===== config.mk =====
export PLATFORM = sky130hd
export DESIGN_NAME = mfps_top
export DESIGN_NICKNAME = d
export VERILOG_FILES = /design/src/rtl/mfps_pkg.sv /design/src/rtl/mfps_src_if.sv /design/src/rtl/mfps_pin.sv /design/src/rtl/mfps_top.sv
export SDC_FILE = /design/constraint.sdc
export NUM_CORES = 1
export LEC_CHECK = 0
export ABC_AREA = 1
export BUFFER_PORTS_ARGS = -buffer_cell sky130_fd_sc_hd__buf_2
export CORE_ASPECT_RATIO = 0.9
export CORE_MARGIN = 1.5
export CORE_UTILIZATION = 35
export DETAILED_ROUTE_END_ITERATION = 10
export HOLD_SLACK_MARGIN = 0.15
export PLACE_DENSITY = 0.6
export SLEW_MARGIN = 20
export SYNTH_ARGS = -nofsm -noshare
export SYNTH_HDL_FRONTEND = slang
export SYNTH_SLANG_ARGS = --single-unit

===== constraint.sdc =====
create_clock -name clk -period 2.3 [get_ports clk]
set_input_delay 0.23 -clock clk [delete_from_list [all_inputs] [get_ports clk]]
set_output_delay 0.23 -clock clk [all_outputs]
set_load 0.005 [all_outputs]

===== src/rtl/mfps_pkg.sv =====
// Purpose: Shared constants and types for the multi-function pin select block
// Assumes: 8-bit register address, 16-bit register data
// Notes:   Selector codes are 4 bits wide; codes above the last valid one are reserved
package mfps_pkg;

	// ==========================================================
	// Sizes
	localparam int ADDR_W      = 8;
	localparam int DATA_W      = 16;
	localparam int NUM_PINS    = 3;
	localparam int SEL_W       = 4;
	localparam int DIV_W       = 8;
	localparam int IRQ_FLAGS_W = 10;

	// ==========================================================
	// Register offsets
	localparam logic [ADDR_W-1:0] ADR_PIN1_CFG = 8'h79;
	localparam logic [ADDR_W-1:0] ADR_PIN2_CFG = 8'h7A;
	localparam logic [ADDR_W-1:0] ADR_PIN3_CFG = 8'h7B;
	localparam logic [ADDR_W-1:0] ADR_CLK_DIV  = 8'h90;
	localparam logic [ADDR_W-1:0] ADR_PIN_LVL  = 8'h91;

	// ==========================================================
	// Field positions
	localparam int SEL_LSB = 0;
	localparam int PD_BIT  = 4;
	localparam int PU_BIT  = 5;

	// ==========================================================
	// Function selector codes
	localparam logic [SEL_W-1:0] FN_INPUT     = 4'h0;
	localparam logic [SEL_W-1:0] FN_CLK_OUT   = 4'h1;
	localparam logic [SEL_W-1:0] FN_LOW       = 4'h2;
	localparam logic [SEL_W-1:0] FN_HIGH      = 4'h3;
	localparam logic [SEL_W-1:0] FN_IRQ       = 4'h4;
	localparam logic [SEL_W-1:0] FN_FLL_LOCK  = 4'h5;
	localparam logic [SEL_W-1:0] FN_MIC_DET   = 4'h6;
	localparam logic [SEL_W-1:0] FN_MIC_SHORT = 4'h7;
	localparam logic [SEL_W-1:0] FN_DIGITAL_MICROPHONE_CLK  = 4'h8;
	localparam logic [SEL_W-1:0] FN_FLL_CLK   = 4'h9;

	// ==========================================================
	// Reset values
	localparam logic [SEL_W-1:0] SEL_RST_PIN1  = FN_IRQ;
	localparam logic [SEL_W-1:0] SEL_RST_OTHER = FN_INPUT;
	localparam logic             PU_RST        = 1'b0;
	localparam logic             PD_RST        = 1'b1;
	localparam logic [DIV_W-1:0] DIV_RST       = 8'h04;
	localparam logic [DIV_W-1:0] DIV_MIN       = 8'h02;

	// ==========================================================
	// Types
	typedef struct packed
	{
		logic             pu;
		logic             pd;
		logic [SEL_W-1:0] sel;
	} mfps_pin_cfg_type;

	typedef mfps_pin_cfg_type [NUM_PINS-1:0] mfps_cfg_arr_type;

endpackage


===== src/rtl/mfps_src_if.sv =====
// Purpose: Carries the shared pin sources from the top to each pin slice
// Assumes: All signals are in the clk domain
// Notes:   One driver (top), many readers (pin slices)
`timescale 1ns/1ns
`default_nettype none
interface mfps_src_if;
	logic clk_out;
	logic irq;
	logic fll_lock;
	logic mic_det;
	logic mic_short;
	logic digital_microphone_clk;
	logic fll_clk;

	modport drive
	(
		output clk_out,
		output irq,
		output fll_lock,
		output mic_det,
		output mic_short,
		output digital_microphone_clk,
		output fll_clk
	);

	modport take
	(
		input clk_out,
		input irq,
		input fll_lock,
		input mic_det,
		input mic_short,
		input digital_microphone_clk,
		input fll_clk
	);
endinterface
`default_nettype wire


===== src/rtl/mfps_pin.sv =====
// Purpose: One pin slice: source select, registered drive, input synchroniser
// Assumes: Sources arrive on the clk domain; pin input is asynchronous
// Notes:   Pin drive comes from a flop so a source swap never glitches
`timescale 1ns/1ns
`default_nettype none
module mfps_pin
(
	input  wire logic                       clk,
	input  wire logic                       nrst,
	mfps_src_if.take                        src,
	input  wire mfps_pkg::mfps_pin_cfg_type cfg,
	input  wire logic                       pin_in,
	output logic                            pin_out,
	output logic                            pin_oe,
	output logic                            pin_pullup,
	output logic                            pin_pulldown,
	output logic                            pin_level
);

	// ==========================================================
	// State
	typedef struct packed
	{
		logic meta;
		logic sync;
		logic out;
		logic oe;
		logic pu;
		logic pd;
	} mfps_pin_st_type;

	mfps_pin_st_type st_r;
	mfps_pin_st_type st_nxt;

	// ==========================================================
	// Next state
	always_comb
	begin
		st_nxt      = st_r;
		st_nxt.meta = pin_in;
		st_nxt.sync = st_r.meta;
		st_nxt.pu   = cfg.pu;
		st_nxt.pd   = cfg.pd;
		st_nxt.oe   = 1'b1;
		// Registered mux: new source shows one edge after the write, no runt
		case (cfg.sel)
			mfps_pkg::FN_CLK_OUT:   st_nxt.out = src.clk_out;
			mfps_pkg::FN_LOW:       st_nxt.out = 1'b0;
			mfps_pkg::FN_HIGH:      st_nxt.out = 1'b1;
			mfps_pkg::FN_IRQ:       st_nxt.out = src.irq;
			mfps_pkg::FN_FLL_LOCK:  st_nxt.out = src.fll_lock;
			mfps_pkg::FN_MIC_DET:   st_nxt.out = src.mic_det;
			mfps_pkg::FN_MIC_SHORT: st_nxt.out = src.mic_short;
			mfps_pkg::FN_DIGITAL_MICROPHONE_CLK:  st_nxt.out = src.digital_microphone_clk;
			mfps_pkg::FN_FLL_CLK:   st_nxt.out = src.fll_clk;
			default:
			begin
				// Input pin, and reserved codes kept safe as inputs
				st_nxt.out = 1'b0;
				st_nxt.oe  = 1'b0;
			end
		endcase
	end

	always_ff @(posedge clk or negedge nrst)
	begin
		if (!nrst)
		begin
			st_r <= '{meta: 1'b0, sync: 1'b0, out: 1'b0, oe: 1'b0,
				pu: mfps_pkg::PU_RST, pd: mfps_pkg::PD_RST};
		end
		else
		begin
			st_r <= st_nxt;
		end
	end

	assign pin_out      = st_r.out;
	assign pin_oe       = st_r.oe;
	assign pin_pullup   = st_r.pu;
	assign pin_pulldown = st_r.pd;
	assign pin_level    = st_r.sync;

endmodule
`default_nettype wire


===== src/rtl/mfps_top.sv =====
// Purpose: Multi-function pin select: config registers, clock divider, pin slices
// Assumes: Single clk; register port with one-cycle read latency
// Notes:   Frequency-locked-loop clock is asynchronous and passes two flops
//
// Overview of operation
// - 4-bit selector per pin; 0000 input, 0010 drive low, 0011 drive high.
// - Code 0001 drives system clock divided by the larger of the output clock divisor and 2.
// - Code 0101 drives loop lock status; 1001 drives the loop output clock.
// - Codes 0110, 0111, 1000: mic detect, mic short, digital mic clock.
// - Code 0100 drives interrupt request; pin1 resets to 0100, others 0000.
// - Bit 5 is the pull-up enable, reset 0.
// - Bit 4 is the pull-down enable, reset 1.
// - Interrupt request is the OR of all interrupt status flags.
//
// Strobed register access was chosen for this implementation.
`timescale 1ns/1ns
`default_nettype none
module mfps_top
(
	input  wire logic                               clk,
	input  wire logic                               nrst,
	input  wire logic [mfps_pkg::ADDR_W-1:0]        reg_addr,
	input  wire logic [mfps_pkg::DATA_W-1:0]        reg_wdata,
	input  wire logic                               reg_wr,
	input  wire logic                               reg_rd,
	output logic      [mfps_pkg::DATA_W-1:0]        reg_rdata,
	input  wire logic [mfps_pkg::IRQ_FLAGS_W-1:0]   irq_flags,
	input  wire logic                               fll_lock,
	input  wire logic                               fll_clk_in,
	input  wire logic                               mic_detect,
	input  wire logic                               mic_short,
	input  wire logic                               digital_microphone_clk,
	input  wire logic [mfps_pkg::NUM_PINS-1:0]      pin_in,
	output logic      [mfps_pkg::NUM_PINS-1:0]      pin_out,
	output logic      [mfps_pkg::NUM_PINS-1:0]      pin_oe,
	output logic      [mfps_pkg::NUM_PINS-1:0]      pin_pullup_enable,
	output logic      [mfps_pkg::NUM_PINS-1:0]      pin_pulldown_enable
);

	// ==========================================================
	// State
	typedef struct packed
	{
		mfps_pkg::mfps_cfg_arr_type       cfg;
		logic [mfps_pkg::DIV_W-1:0]       div;
		logic [mfps_pkg::DIV_W-1:0]       cnt;
		logic                             clk_out;
		logic                             fll_meta;
		logic                             fll_sync;
		logic                             irq;
		logic [mfps_pkg::DATA_W-1:0]      rdata;
	} mfps_top_st_type;

	mfps_top_st_type                  st_r;
	mfps_top_st_type                  st_nxt;
	logic [mfps_pkg::NUM_PINS-1:0]    pin_level;
	logic [mfps_pkg::DIV_W-1:0]       period;
	logic [mfps_pkg::DIV_W-1:0]       cnt_inc;

	mfps_src_if src ();

	// ==========================================================
	// Divider period, clamped so the output always toggles
	always_comb
	begin
		period  = (st_r.div < mfps_pkg::DIV_MIN) ? mfps_pkg::DIV_MIN : st_r.div;
		cnt_inc = st_r.cnt + 8'h01;
	end

	// ==========================================================
	// Register file, divider, crossings
	always_comb
	begin
		st_nxt          = st_r;
		st_nxt.fll_meta = fll_clk_in;
		st_nxt.fll_sync = st_r.fll_meta;
		st_nxt.irq      = |irq_flags;

		// Divider: output high for the first period/2 counts (rounded down) of each period
		if (cnt_inc >= period)
		begin
			st_nxt.cnt = '0;
		end
		else
		begin
			st_nxt.cnt = cnt_inc;
		end
		st_nxt.clk_out = (st_nxt.cnt < (period >> 1));

		// Writes land at the next edge
		if (reg_wr)
		begin
			if (reg_addr == mfps_pkg::ADR_PIN1_CFG)
			begin
				st_nxt.cfg[0] = reg_wdata[mfps_pkg::PU_BIT:mfps_pkg::SEL_LSB];
			end
			else if (reg_addr == mfps_pkg::ADR_PIN2_CFG)
			begin
				st_nxt.cfg[1] = reg_wdata[mfps_pkg::PU_BIT:mfps_pkg::SEL_LSB];
			end
			else if (reg_addr == mfps_pkg::ADR_PIN3_CFG)
			begin
				st_nxt.cfg[2] = reg_wdata[mfps_pkg::PU_BIT:mfps_pkg::SEL_LSB];
			end
			else if (reg_addr == mfps_pkg::ADR_CLK_DIV)
			begin
				// Restart so the new rate starts on a clean period
				st_nxt.div     = reg_wdata[mfps_pkg::DIV_W-1:0];
				st_nxt.cnt     = '0;
				st_nxt.clk_out = 1'b1;
			end
		end

		// Read data stands for exactly one cycle; unmapped reads give zero
		st_nxt.rdata = '0;
		if (reg_rd)
		begin
			if (reg_addr == mfps_pkg::ADR_PIN1_CFG)
			begin
				st_nxt.rdata[mfps_pkg::PU_BIT:mfps_pkg::SEL_LSB] = st_r.cfg[0];
			end
			else if (reg_addr == mfps_pkg::ADR_PIN2_CFG)
			begin
				st_nxt.rdata[mfps_pkg::PU_BIT:mfps_pkg::SEL_LSB] = st_r.cfg[1];
			end
			else if (reg_addr == mfps_pkg::ADR_PIN3_CFG)
			begin
				st_nxt.rdata[mfps_pkg::PU_BIT:mfps_pkg::SEL_LSB] = st_r.cfg[2];
			end
			else if (reg_addr == mfps_pkg::ADR_CLK_DIV)
			begin
				st_nxt.rdata[mfps_pkg::DIV_W-1:0] = st_r.div;
			end
			else if (reg_addr == mfps_pkg::ADR_PIN_LVL)
			begin
				st_nxt.rdata[mfps_pkg::NUM_PINS-1:0] = pin_level;
			end
		end
	end

	always_ff @(posedge clk or negedge nrst)
	begin
		if (!nrst)
		begin
			st_r          <= '0;
			st_r.cfg[0]   <= '{pu: mfps_pkg::PU_RST, pd: mfps_pkg::PD_RST, sel: mfps_pkg::SEL_RST_PIN1};
			st_r.cfg[1]   <= '{pu: mfps_pkg::PU_RST, pd: mfps_pkg::PD_RST, sel: mfps_pkg::SEL_RST_OTHER};
			st_r.cfg[2]   <= '{pu: mfps_pkg::PU_RST, pd: mfps_pkg::PD_RST, sel: mfps_pkg::SEL_RST_OTHER};
			st_r.div      <= mfps_pkg::DIV_RST;
		end
		else
		begin
			st_r <= st_nxt;
		end
	end

	// ==========================================================
	// Shared sources; loop clock is only as good as clk/2 after sampling
	assign src.clk_out   = st_r.clk_out;
	assign src.irq       = st_r.irq;
	assign src.fll_lock  = fll_lock;
	assign src.mic_det   = mic_detect;
	assign src.mic_short = mic_short;
	assign src.digital_microphone_clk  = digital_microphone_clk;
	assign src.fll_clk   = st_r.fll_sync;
	assign reg_rdata     = st_r.rdata;

	// ==========================================================
	// Pin slices
	for (genvar i = 0; i < mfps_pkg::NUM_PINS; i++)
	begin : g_pin
		mfps_pin u_pin
		(
			.clk          (clk),
			.nrst         (nrst),
			.src          (src),
			.cfg          (st_r.cfg[i]),
			.pin_in       (pin_in[i]),
			.pin_out      (pin_out[i]),
			.pin_oe       (pin_oe[i]),
			.pin_pullup   (pin_pullup_enable[i]),
			.pin_pulldown (pin_pulldown_enable[i]),
			.pin_level    (pin_level[i])
		);
	end

endmodule
`default_nettype wire


Word level (Yosys, flattened, before mapping)

Index checks and enable logic that the tools add are counted.

Shifts and indexed selects: 0
Multiplexer cells: 23
Add/subtract/negate cells: 1
Reduce and logical (&&, ||, !) cells: 8
$lt $le $gt $ge: 3
Equality and inequality tests: 32
Divide/modulo/power cells: 0
Bitwise gates (word level): 3
Multipliers: 0

Operators by type and width:

| cell                                                                  | number |
|---|---|
| 4-bit by 3-bit equality test with 1-bit output, second input constant | 12 |
| 9-bit 2-to-1 mux                                                      | 5 |
| 9-bit OR reduction                                                    | 3 |
| 4-bit by 2-bit equality test with 1-bit output, second input constant | 6 |
| 4-bit equality test, second input constant                            | 6 |
| 8-bit by 7-bit equality test with 1-bit output, second input constant | 3 |
| 8-bit 2-to-1 mux                                                      | 3 |
| 1-bit one-hot mux with 8 select lines                                 | 3 |
| 6-bit 2-to-1 mux                                                      | 3 |
| 8-bit equality test, second input constant                            | 2 |
| 4-bit by 1-bit equality test with 1-bit output, second input constant | 3 |
| 10-bit OR reduction                                                   | 1 |
| 8-bit by 1-bit adder with 8-bit output, second input constant         | 1 |
| 8-bit greater-or-equal comparator                                     | 1 |
| 8-bit by 2-bit < comparator with 1-bit output, second input constant  | 1 |
| 8-bit by 7-bit < comparator with 1-bit output                         | 1 |
| 2-bit 2-to-1 mux                                                      | 3 |
| 3-bit 2-to-1 mux                                                      | 2 |
| 5-bit 2-to-1 mux                                                      | 1 |
| 5-bit AND reduction                                                   | 1 |
| 4-bit AND reduction                                                   | 1 |
| 1-bit 2-to-1 mux                                                      | 3 |
| 1-bit NOT                                                             | 3 |
| 3-bit AND reduction                                                   | 1 |
| 2-bit AND reduction                                                   | 1 |

Logic and storage cells: 104
Bits of input ports: 46
Output and inout bits: 28
Register bits: 64
Latch bits: 0
Bits in read-only memories: 0
Memories kept: 0
Bits in writable memories: 0

Logic depth before layout (Yosys ltp)

Gate-level depths: netlist of the first run.

Depth in word-level cells: 10
Depth in mapped cells: 23

Hierarchy

From an unflattened synthesis of the first run, not the netlist that was laid out.

Cell total of the unflattened synthesis: 419
Area total of the unflattened synthesis: 3,459.6 sq um

Modules (own cells, without submodules):

| module   | seq. area each (sq um) | times used | area an instance (sq um) | cells each |
|---|---|---|---|---|
| mfps_top | 1,157.4                | 1          | 2,637.5                  | 311 |
| mfps_pin | 151.4                  | 3          | 274.0                    | 36 |

Worst setup path before layout of the first run

OpenSTA, ideal clock, no wires.

Path kind: register to register
Start: register st_r[20] (netlist name)
End: register st_r (netlist bit src.clk_out)
Cell stages (with the launch flop): 21
Setup time: 0.065 ns
Clock period less this slack: 2.519 ns
Path slack: -0.219 ns
Data arrival time: 2.454 ns
Required time: 2.235 ns
Path buffers: 0
Cell sequence: dfrtp_1 > ha_1 > nand2_1 > inv_1 > nand2_1 > xor2_1 > inv_1 > ha_1 > nand2_1 > nor2_1 > nand2_1 > nand2_1 > inv_1 > nand2_1 > inv_1 > ha_1 > a21oi_1 > nand3_1 > inv_1 > nand2_1 > nand2_1

RTL lines:

| element                  | line            | RTL |
|---|---|---|
| start: declaration       | mfps_top.sv:54  | `mfps_top_st_type st_r;` |
| start signal: assignment | mfps_top.sv:153 | `st_r <= st_nxt;` |

==> results.md, run 1 <==
## Floorplan
• **Initial Utilization** 36.32%
• **number of rows created at floorplan** 34
• **die area** 0.01077 mm²
• **top-level I/O count** 74
• **x dimension of the die** 109.2 µm
• **Floorplan Core Area** 0.009784 mm²
• **die span in y** 98.59 µm

## Synthesis
• **synthesized area** 0.003553 mm²
• **Post-synth top flop** dfrtp_1
• **mean post-synth cell area** 8.861 µm²
• **largest area contributor in the netlist** dfrtp_1
• **ys async rst share** 100.0%
• **fraction of synthesized cell area taken by the top area cell type** 39.44%
• **count of synthesis-stage warnings from yosys** 0
• **number of flops mapped to enable cells by yosys** 0
• **top cell types by occurrence after synthesis** 69 x nand2_1, 56 x dfrtp_1, 53 x inv_1
• **number of unique standard cell types used by synthesis** 40
• **number of synthesized register bits** 64
• **number of instances in the synthesized netlist** 401
• **Area contributors post-synth** dfrtp_1 39%, nand2_1 7.3%, buf_4 5.9%
• **part of the Yosys area used for sequential elements** 45.35%
• **most frequent cell after synthesis** nand2_1

## Clock network
• **Root Buffer Master** clkbuf_16
• **CTS Sinks** 64
• **Clk pin slew, worst setup/hold paths** 0.06 ns
• **TritonCTS clock tree** done
• **latest clock arrival within the worst-skew pair** 0.33 ns
• **number of buffers created by CTS** 9
• **maximum clock insertion buffer count** 2
• **# H-tree levels** 3

## Layout
• **non-filler instance count after layout** 621
• **share of final-layout standard cells stronger than drive strength 1** 40.40%
• **Filler Cell Count** 918
• **diodes inserted** 0
• **utilization of the core after routing** 48.16%
• **layout overhead on the synthesized area** 32.61%
• **post-layout net count** 551

## Setup path
• **number of cells traversed by the worst register-to-register path** 17
• **data arrival time of the critical path** 2.88 ns
• **required time worst endpoint** 2.57 ns
• **source of the worst register-to-register timing path** st_r[20]
• **maximum fanout count along the critical path** 5
• **flop2flop setup slack** -0.32 ns
• **endpoint of the most critical register-to-register path** src.clk_out
• **type of origin of the critical path** register
• **Worst setup EP type** register
• **category of the critical setup timing path** register to register

## Worst hold path
• **number of cells traversed by the worst hold path** 2
• **launch point of the worst hold path** reg_wdata[7]
• **hold worst-path end** st_r[35]
• **Hold WC Path Type** input pin to register

## Power
• **Sw Ratio** 31.07%
• **design internal power** 0.003017 W
• **Clk pwr share** 36.7%
• **net switching component of the power** 0.001360 W
• **Leak** 2.389 nW
• **combinational cell fraction of total power** 33.9%
• **worst ir drop on vdd** 389.9 µV
• **Seq pwr share** 29.4%
• **Pwr per Cell Area** 928.8 mW/mm²

## Drt
• **remaining routing DRC violations** 0
• **routed vias** 2,947
• **Routed wire per std cell** 13.90 µm
• **number of DRC markers after the initial detailed-route iteration** 124
• **DR pass1 iterations** 4
• **Final ANT Viol Nets** 0
• **Vias per Instance** 4.746
• **final wirelength** 8630 µm

## Placed design
• **Routability Congestion** 0.8353
• **quantity of I/O buffers inserted on ports** 57
• **Placed Cells** 587
• **post-detail-place hpwl** 6206 µm

## STA
• **fin. max-slew vios** 0
• **Achievable Freq** 0.3820 GHz
• **final worst path period need** 2.618 ns
• **Worst Clk Skew** 0.007671 ns
• **final hold violation count** 0
• **number of setup violations in the final report** 1
• **final critical-path share of the clock period** 113.8%
• **setup repair after global routing missed its margin** true
• **setup tns final** -0.3176 ns
• **minimum setup slack in the final design** -0.3176 ns

## Status
• **status** finished with violations
• **failing checks** setup timing

## Run
• **# Max-Cap Violations** 0

## Global route
• **number of antenna violations at the first check in global routing** 0
• **maximum number of pins on one net before global-route repair** 65
• **Congestion Overflow GR** 0
• **vias in the first global route** 2,963
• **global-route wire length before repair** 14,230 µm
• **overall track demand over capacity in global routing** 17.14%

power by group through the flow:
| stage | registers (W) | clock network [W] | logic [W] |
|---|---|---|---|
| after floorplan | 0.00129 | 0 | 0.000588 |
| after CTS | 0.00129 | 0.00164 | 0.00126 |
| after global routing | 0.00129 | 0.00169 | 0.00163 |
| after detailed placement | 0.00131 | 0 | 0.000974 |
| final | 0.00129 | 0.00160 | 0.00148 |
| after global placement | 0.00130 | 0 | 0.000946 |
worst max path at each step:
| stage | cells after the start | startpoint | slack [ns] | endpoint |
|---|---|---|---|---|
| 6_report | 17 | st_r[20] | -0.32 | src.clk_out |
| 5_1_grt | 17 | st_r[20] | -0.49 | src.clk_out |
| 4_1_cts | 20 | st_r[20] | -0.23 | src.clk_out |
| 3_5_place_dp | 20 | st_r[20] | -0.33 | src.clk_out |
| 3_3_place_gp | 18 | st_r[21] | -0.24 | src.clk_out |
| 2_1_floorplan | 20 | st_r[20] | -0.1 | src.clk_out |
cells in the final DEF, fill, tap and decap left out, drive strengths merged:
cell / count
or2: 1
dlygate4sd3: 9
dfstp: 8
inv: 62
bufinv: 3
nor3: 7
a21o: 1
xor2: 5
o22ai: 3
nor2: 32
clkbuf: 9
a41oi: 2
and3: 1
o211ai: 5
o221ai: 3
nand2: 80
o32ai: 1
nor4: 3
a21oi: 10
buf: 94
ha: 15
dfrtp: 56
nand3: 24
nand4: 6
o21ai: 40
o2bb2ai: 1
conb: 8
clkinv: 4
mux2: 2
worst max-delay path: stages (launching register included):
cell and delay [ns]:
dfrtp_1 0.39, nand3_2 0.10, inv_2 0.06, nand3_1 0.10
xor2_2 0.17, inv_1 0.07, ha_1 0.33, a21oi_2 0.22
nor2_4 0.07, nor2_4 0.14, nand2_4 0.10, buf_6 0.14
nor2_2 0.09, ha_1 0.24, and3_4 0.19, nand2_1 0.06
nand2_1 0.05, nand2_1 0.04
sequential cells by signal, indices dropped and copies added, names as in the netlist:
signal and count:
src.clk_out 1, src.irq 1, g_pin.u_pin.pin_pullup 3, g_pin.u_pin.pin_oe 3
src.fll_clk 1, g_pin.u_pin.pin_level 3, g_pin.u_pin.pin_pulldown 3, reg_rdata 8
st_nxt 1, st_r 34, g_pin.u_pin.pin_out 3, g_pin.u_pin.st_nxt 3
repair_timing:
item | 4_1_cts | 5_1_grt
endpoints found under the hold margin | 62 | 0
setup buffers | 12 | 1
endpoints found under the setup margin | 1 | 6
gates resized for setup | 13 | 31
pin swaps | 24 | 28
hold buffers | 9 | 0
logic make-up after synthesis:
kind of cell               Yosys count  share of synthesized area (%)
adders and majority gates           15                          5.282
DFF                                 64                          45.35
buffers and inverters               94                          13.63
AOI/OAI and AO/OA                   66                          11.83
and+or+nand+nor                    154                          21.73
muxes                                2                         0.8451
xor gates and xnor gates             5                          1.232
other                                1                         0.1055
metal layers:
metal / track usage (%) / vias to the layer above / wire, µm
met3: 3.704 / 13 / 353
met2: 27.93 / 78 / 4312
met1: 22.25 / 1407 / 3829
met4: 6.394 / 0 / 134
met5: 0 / - / 0
li1: - / 1449 / -
per-stage QoR:
stage	cell area, µm²	hold WS (ns)	worst slack [ns]	total power (W)
after CTS	4609	0.1552	-0.2276	0.004180
after detailed placement	4030	0.2745	-0.3323	0.002280
final	4712	0.1628	-0.3176	0.004377
after floorplan	3613	-0.06559	-0.09877	0.001874
after global placement	4030	0.2714	-0.2446	0.002250
after global routing	4712	0.1607	-0.4908	0.004615
layout make-up:
class | count | area (µm²) | area share, %
inverter | 62 | 242.7 | 5.151
clock inverter | 7 | 125.1 | 2.655
timing repair buffer | 103 | 676.9 | 14.37
sequential | 64 | 1612 | 34.20
clock buffer | 9 | 225.2 | 4.780
tap | 126 | 157.7 | 3.346
multi-input combinational | 250 | 1673 | 35.50
Power figures use the tool's default switching activity.
==> run 2, diff against run 1 <==
--- a/config.mk
+++ b/config.mk
@@ -6,13 +6,13 @@
 export NUM_CORES = 1
 export LEC_CHECK = 0
 export ABC_AREA = 1
-export BUFFER_PORTS_ARGS = -buffer_cell sky130_fd_sc_hd__buf_2
 export CORE_ASPECT_RATIO = 0.9
 export CORE_MARGIN = 1.5
-export CORE_UTILIZATION = 35
+export CORE_UTILIZATION = 57
 export DETAILED_ROUTE_END_ITERATION = 10
+export DONT_BUFFER_PORTS = 1
 export HOLD_SLACK_MARGIN = 0.15
-export PLACE_DENSITY = 0.6
+export PLACE_DENSITY = 0.78
 export SLEW_MARGIN = 20
 export SYNTH_ARGS = -nofsm -noshare
 export SYNTH_HDL_FRONTEND = slang
==> run 2 against run 1 <==
The flow still finishes with violations (setup timing); routed wire length down 8.1%; maximum frequency down 2.6%; sequential power about the same; count of clock-buffer cells in the layout unchanged; final cell count down 17%; power down 23%; global-route usage up 8.6 points; design area down 11%; highest routed layer unchanged.
==> results.md, run 2 (synthesis gave the netlist of run 1 again) <==
## Setup path
• **source of the worst register-to-register timing path** st_r[20]
• **required time worst endpoint** 2.59 ns, +0.02 ns
• **flop2flop setup slack** -0.39 ns, -0.07 ns
• **category of the critical setup timing path** register to register
• **number of cells traversed by the worst register-to-register path** 16, -1
• **maximum fanout count along the critical path** 5, unchanged
• **data arrival time of the critical path** 2.98 ns, +0.10 ns
• **type of origin of the critical path** register
• **Worst setup EP type** register
• **endpoint of the most critical register-to-register path** src.clk_out

## Floorplan
• **number of rows created at floorplan** 27, -21%
• **Floorplan Core Area** 0.006081 mm², -38%
• **x dimension of the die** 86.23 µm, -21%
• **top-level I/O count** 74, unchanged
• **Initial Utilization** 58.44%, +22 points
• **die span in y** 77.91 µm, -21%
• **die area** 0.006717 mm², -38%

## Layout
• **register name with the most flops** st_r
• **commonest non-fill, non-tap cells in the layout** 61 x nand2_1, 56 x dfrtp_1, 48 x inv_1
• **post-route cell area** 0.004180 mm², -11%
• **Filler Cell Count** 469, -49%
• **share of final-layout standard cells stronger than drive strength 1** 28.92%, -11 points
• **diodes inserted** 0, unchanged
• **layout overhead on the synthesized area** 17.64%
• **commonest non-fill, non-tap cell in the layout** nand2_1
• **post-layout net count** 502, -8.9%
• **max FFs per register** 34, unchanged

## Worst hold path
• **launch point of the worst hold path** reg_wdata[3]
• **number of cells traversed by the worst hold path** 2, unchanged
• **Hold WC Path Type** input pin to register
• **hold worst-path end** st_r[51]

## Global route
• **met2 global-route usage** 40.16%, +12 points
• **GRT met1 Usage** 34.84%, +13 points
• **overall track demand over capacity in global routing** 25.77%, +8.6 points
• **Congestion Overflow GR** 0, unchanged
• **number of antenna violations at the first check in global routing** 0, unchanged
• **vias in the first global route** 2,764, -6.7%
• **met3 usage in global routing** 7.021%, +3.3 points
• **global-route wire length before repair** 13,180 µm, -7.4%
• **most congested layer reported by global routing** met2
• **maximum number of pins on one net before global-route repair** 65, unchanged

## Clock network
• **TritonCTS clock tree** done
• **maximum clock insertion buffer count** 2, unchanged
• **Clk pin slew, worst setup/hold paths** 0.08 ns, +0.02 ns
• **CTS Sinks** 64, unchanged
• **latest clock arrival within the worst-skew pair** 0.35 ns, +0.02 ns
• **number of buffers created by CTS** 9, unchanged
• **# H-tree levels** 3, unchanged
• **Root Buffer Master** clkbuf_8

## STA
• **number of setup violations in the final report** 2, +1
• **minimum setup slack in the final design** -0.3876 ns, -0.07006 ns
• **final worst path period need** 2.688 ns, +0.07006 ns
• **final critical-path share of the clock period** 116.9%, +3.0 points
• **Achievable Freq** 0.3721 GHz, -2.6%
• **setup tns final** -0.4926 ns, -0.1750 ns
• **final hold violation count** 0, unchanged
• **Worst Clk Skew** 0.01121 ns, +0.003539 ns
• **setup repair after global routing missed its margin** true
• **fin. max-slew vios** 0, unchanged
• **final hold slack** 0.1671 ns, +0.004363 ns

## Run
• **# Max-Cap Violations** 0, unchanged

## Placed design
• **quantity of I/O buffers inserted on ports** 0, -100%
• **Routability Congestion** 0.8412, +0.71%
• **total placed instance area** 0.003650 mm², -9.4%
• **DP Worst Slack** -0.3331 ns, -0.0008790 ns
• **post-detail-place hpwl** 5660 µm, -8.8%

## Drt
• **final wirelength** 7929 µm, -8.1%
• **number of DRC markers after the initial detailed-route iteration** 203, +64%
• **Vias per Instance** 5.459, +15%
• **remaining routing DRC violations** 0, unchanged
• **Routed wire per std cell** 15.31 µm, +10%
• **Final ANT Viol Nets** 0, unchanged
• **routed vias** 2,828, -4.0%
• **DR pass1 iterations** 4, unchanged

## Power
• **worst ir drop on vdd** 484.7 µV, +24%
• **Leak** 2.072 nW, -13%
• **Pwr per Cell Area** 806.8 mW/mm², -13%

## Status
• **failing checks** setup timing
• **status** finished with violations

==> run 2: changes by cell type in the layout (fill, tap and decap cells not counted), moves of 5 or more <==
cell / change
clkbuf_16: -9
nor2_1: +6
buf_2: -57
dlygate4sd3_1: +10
nor2_4: -5
clkbuf_8: +9
==> run 2: critical path, cell delays in order (launching register included) <==
cell and delay, ns:
dfrtp_1 0.40, nand3_2 0.10, inv_1 0.08, nand4_1 0.08, nor2_1 0.12, xor2_1 0.24, ha_1 0.31, a21o_1 0.22
nor2_2 0.14, nand2_2 0.12, buf_4 0.15, nor2_1 0.11, ha_1 0.25, and3_4 0.18, nand2_1 0.06, nand2_1 0.05
nand2_1 0.05
==> run 2: worst max path at each step <==
stage | start | end | slack (ns) | cells past startpoint
5_1_grt | st_r[20] | src.clk_out | -0.60 | 21
4_1_cts | st_r[20] | src.clk_out | -0.28 | 22
3_5_place_dp | st_r[20] | src.clk_out | -0.33 | 18
3_3_place_gp | st_r[21] | src.clk_out | -0.24 | 18
6_report | st_r[20] | src.clk_out | -0.39 | 16
2_1_floorplan | st_r[20] | src.clk_out | -0.1 | 20
==> run 2: cell type report <==
class | instances | area (µm²) | share of cell area [%]
clock buffer | 9 | 123.9 | 2.963
tap | 72 | 90.09 | 2.155
timing repair buffer | 54 | 473.0 | 11.31
multi-input combinational | 250 | 1594 | 38.13
inverter | 62 | 240.2 | 5.747
clock inverter | 7 | 47.55 | 1.137
sequential | 64 | 1612 | 38.55
==> run 2: power by group <==
group	switching, W	total [W]	internal (W)
Sequential	0.0000735	0.00129	0.00122
Combinational	0.000645	0.00124	0.000593
Clock	0.000455	0.000845	0.000389
==> run 2: metal layers <==
| layer | up-vias | part of all wire (%) |
|---|---|---|
| li1 | 1349 | - |
| met1 | 1368 | 43 |
| met2 | 95 | 49 |
| met3 | 16 | 6.8 |
| met4 | 0 | 1.8 |
| met5 | - | 0 |
==> run 2: metrics by stage <==
stage	cells	power, W	util, %
2_1_floorplan	408	0.001874	-
3_3_place_gp	474	0.002115	60.02
3_5_place_dp	474	0.002155	60.02
4_1_cts	512	0.003124	66.89
5_1_grt	518	0.003590	68.74
6_report	518	0.003373	68.74
==> run 2: timing repair <==
item	CTS	global route
setup endpoints to repair	1	9
hold buffers	20	0
pin swaps	5	17
setup buffers	2	6
resized for setup	5	16
endpoints found under the hold margin	98	0
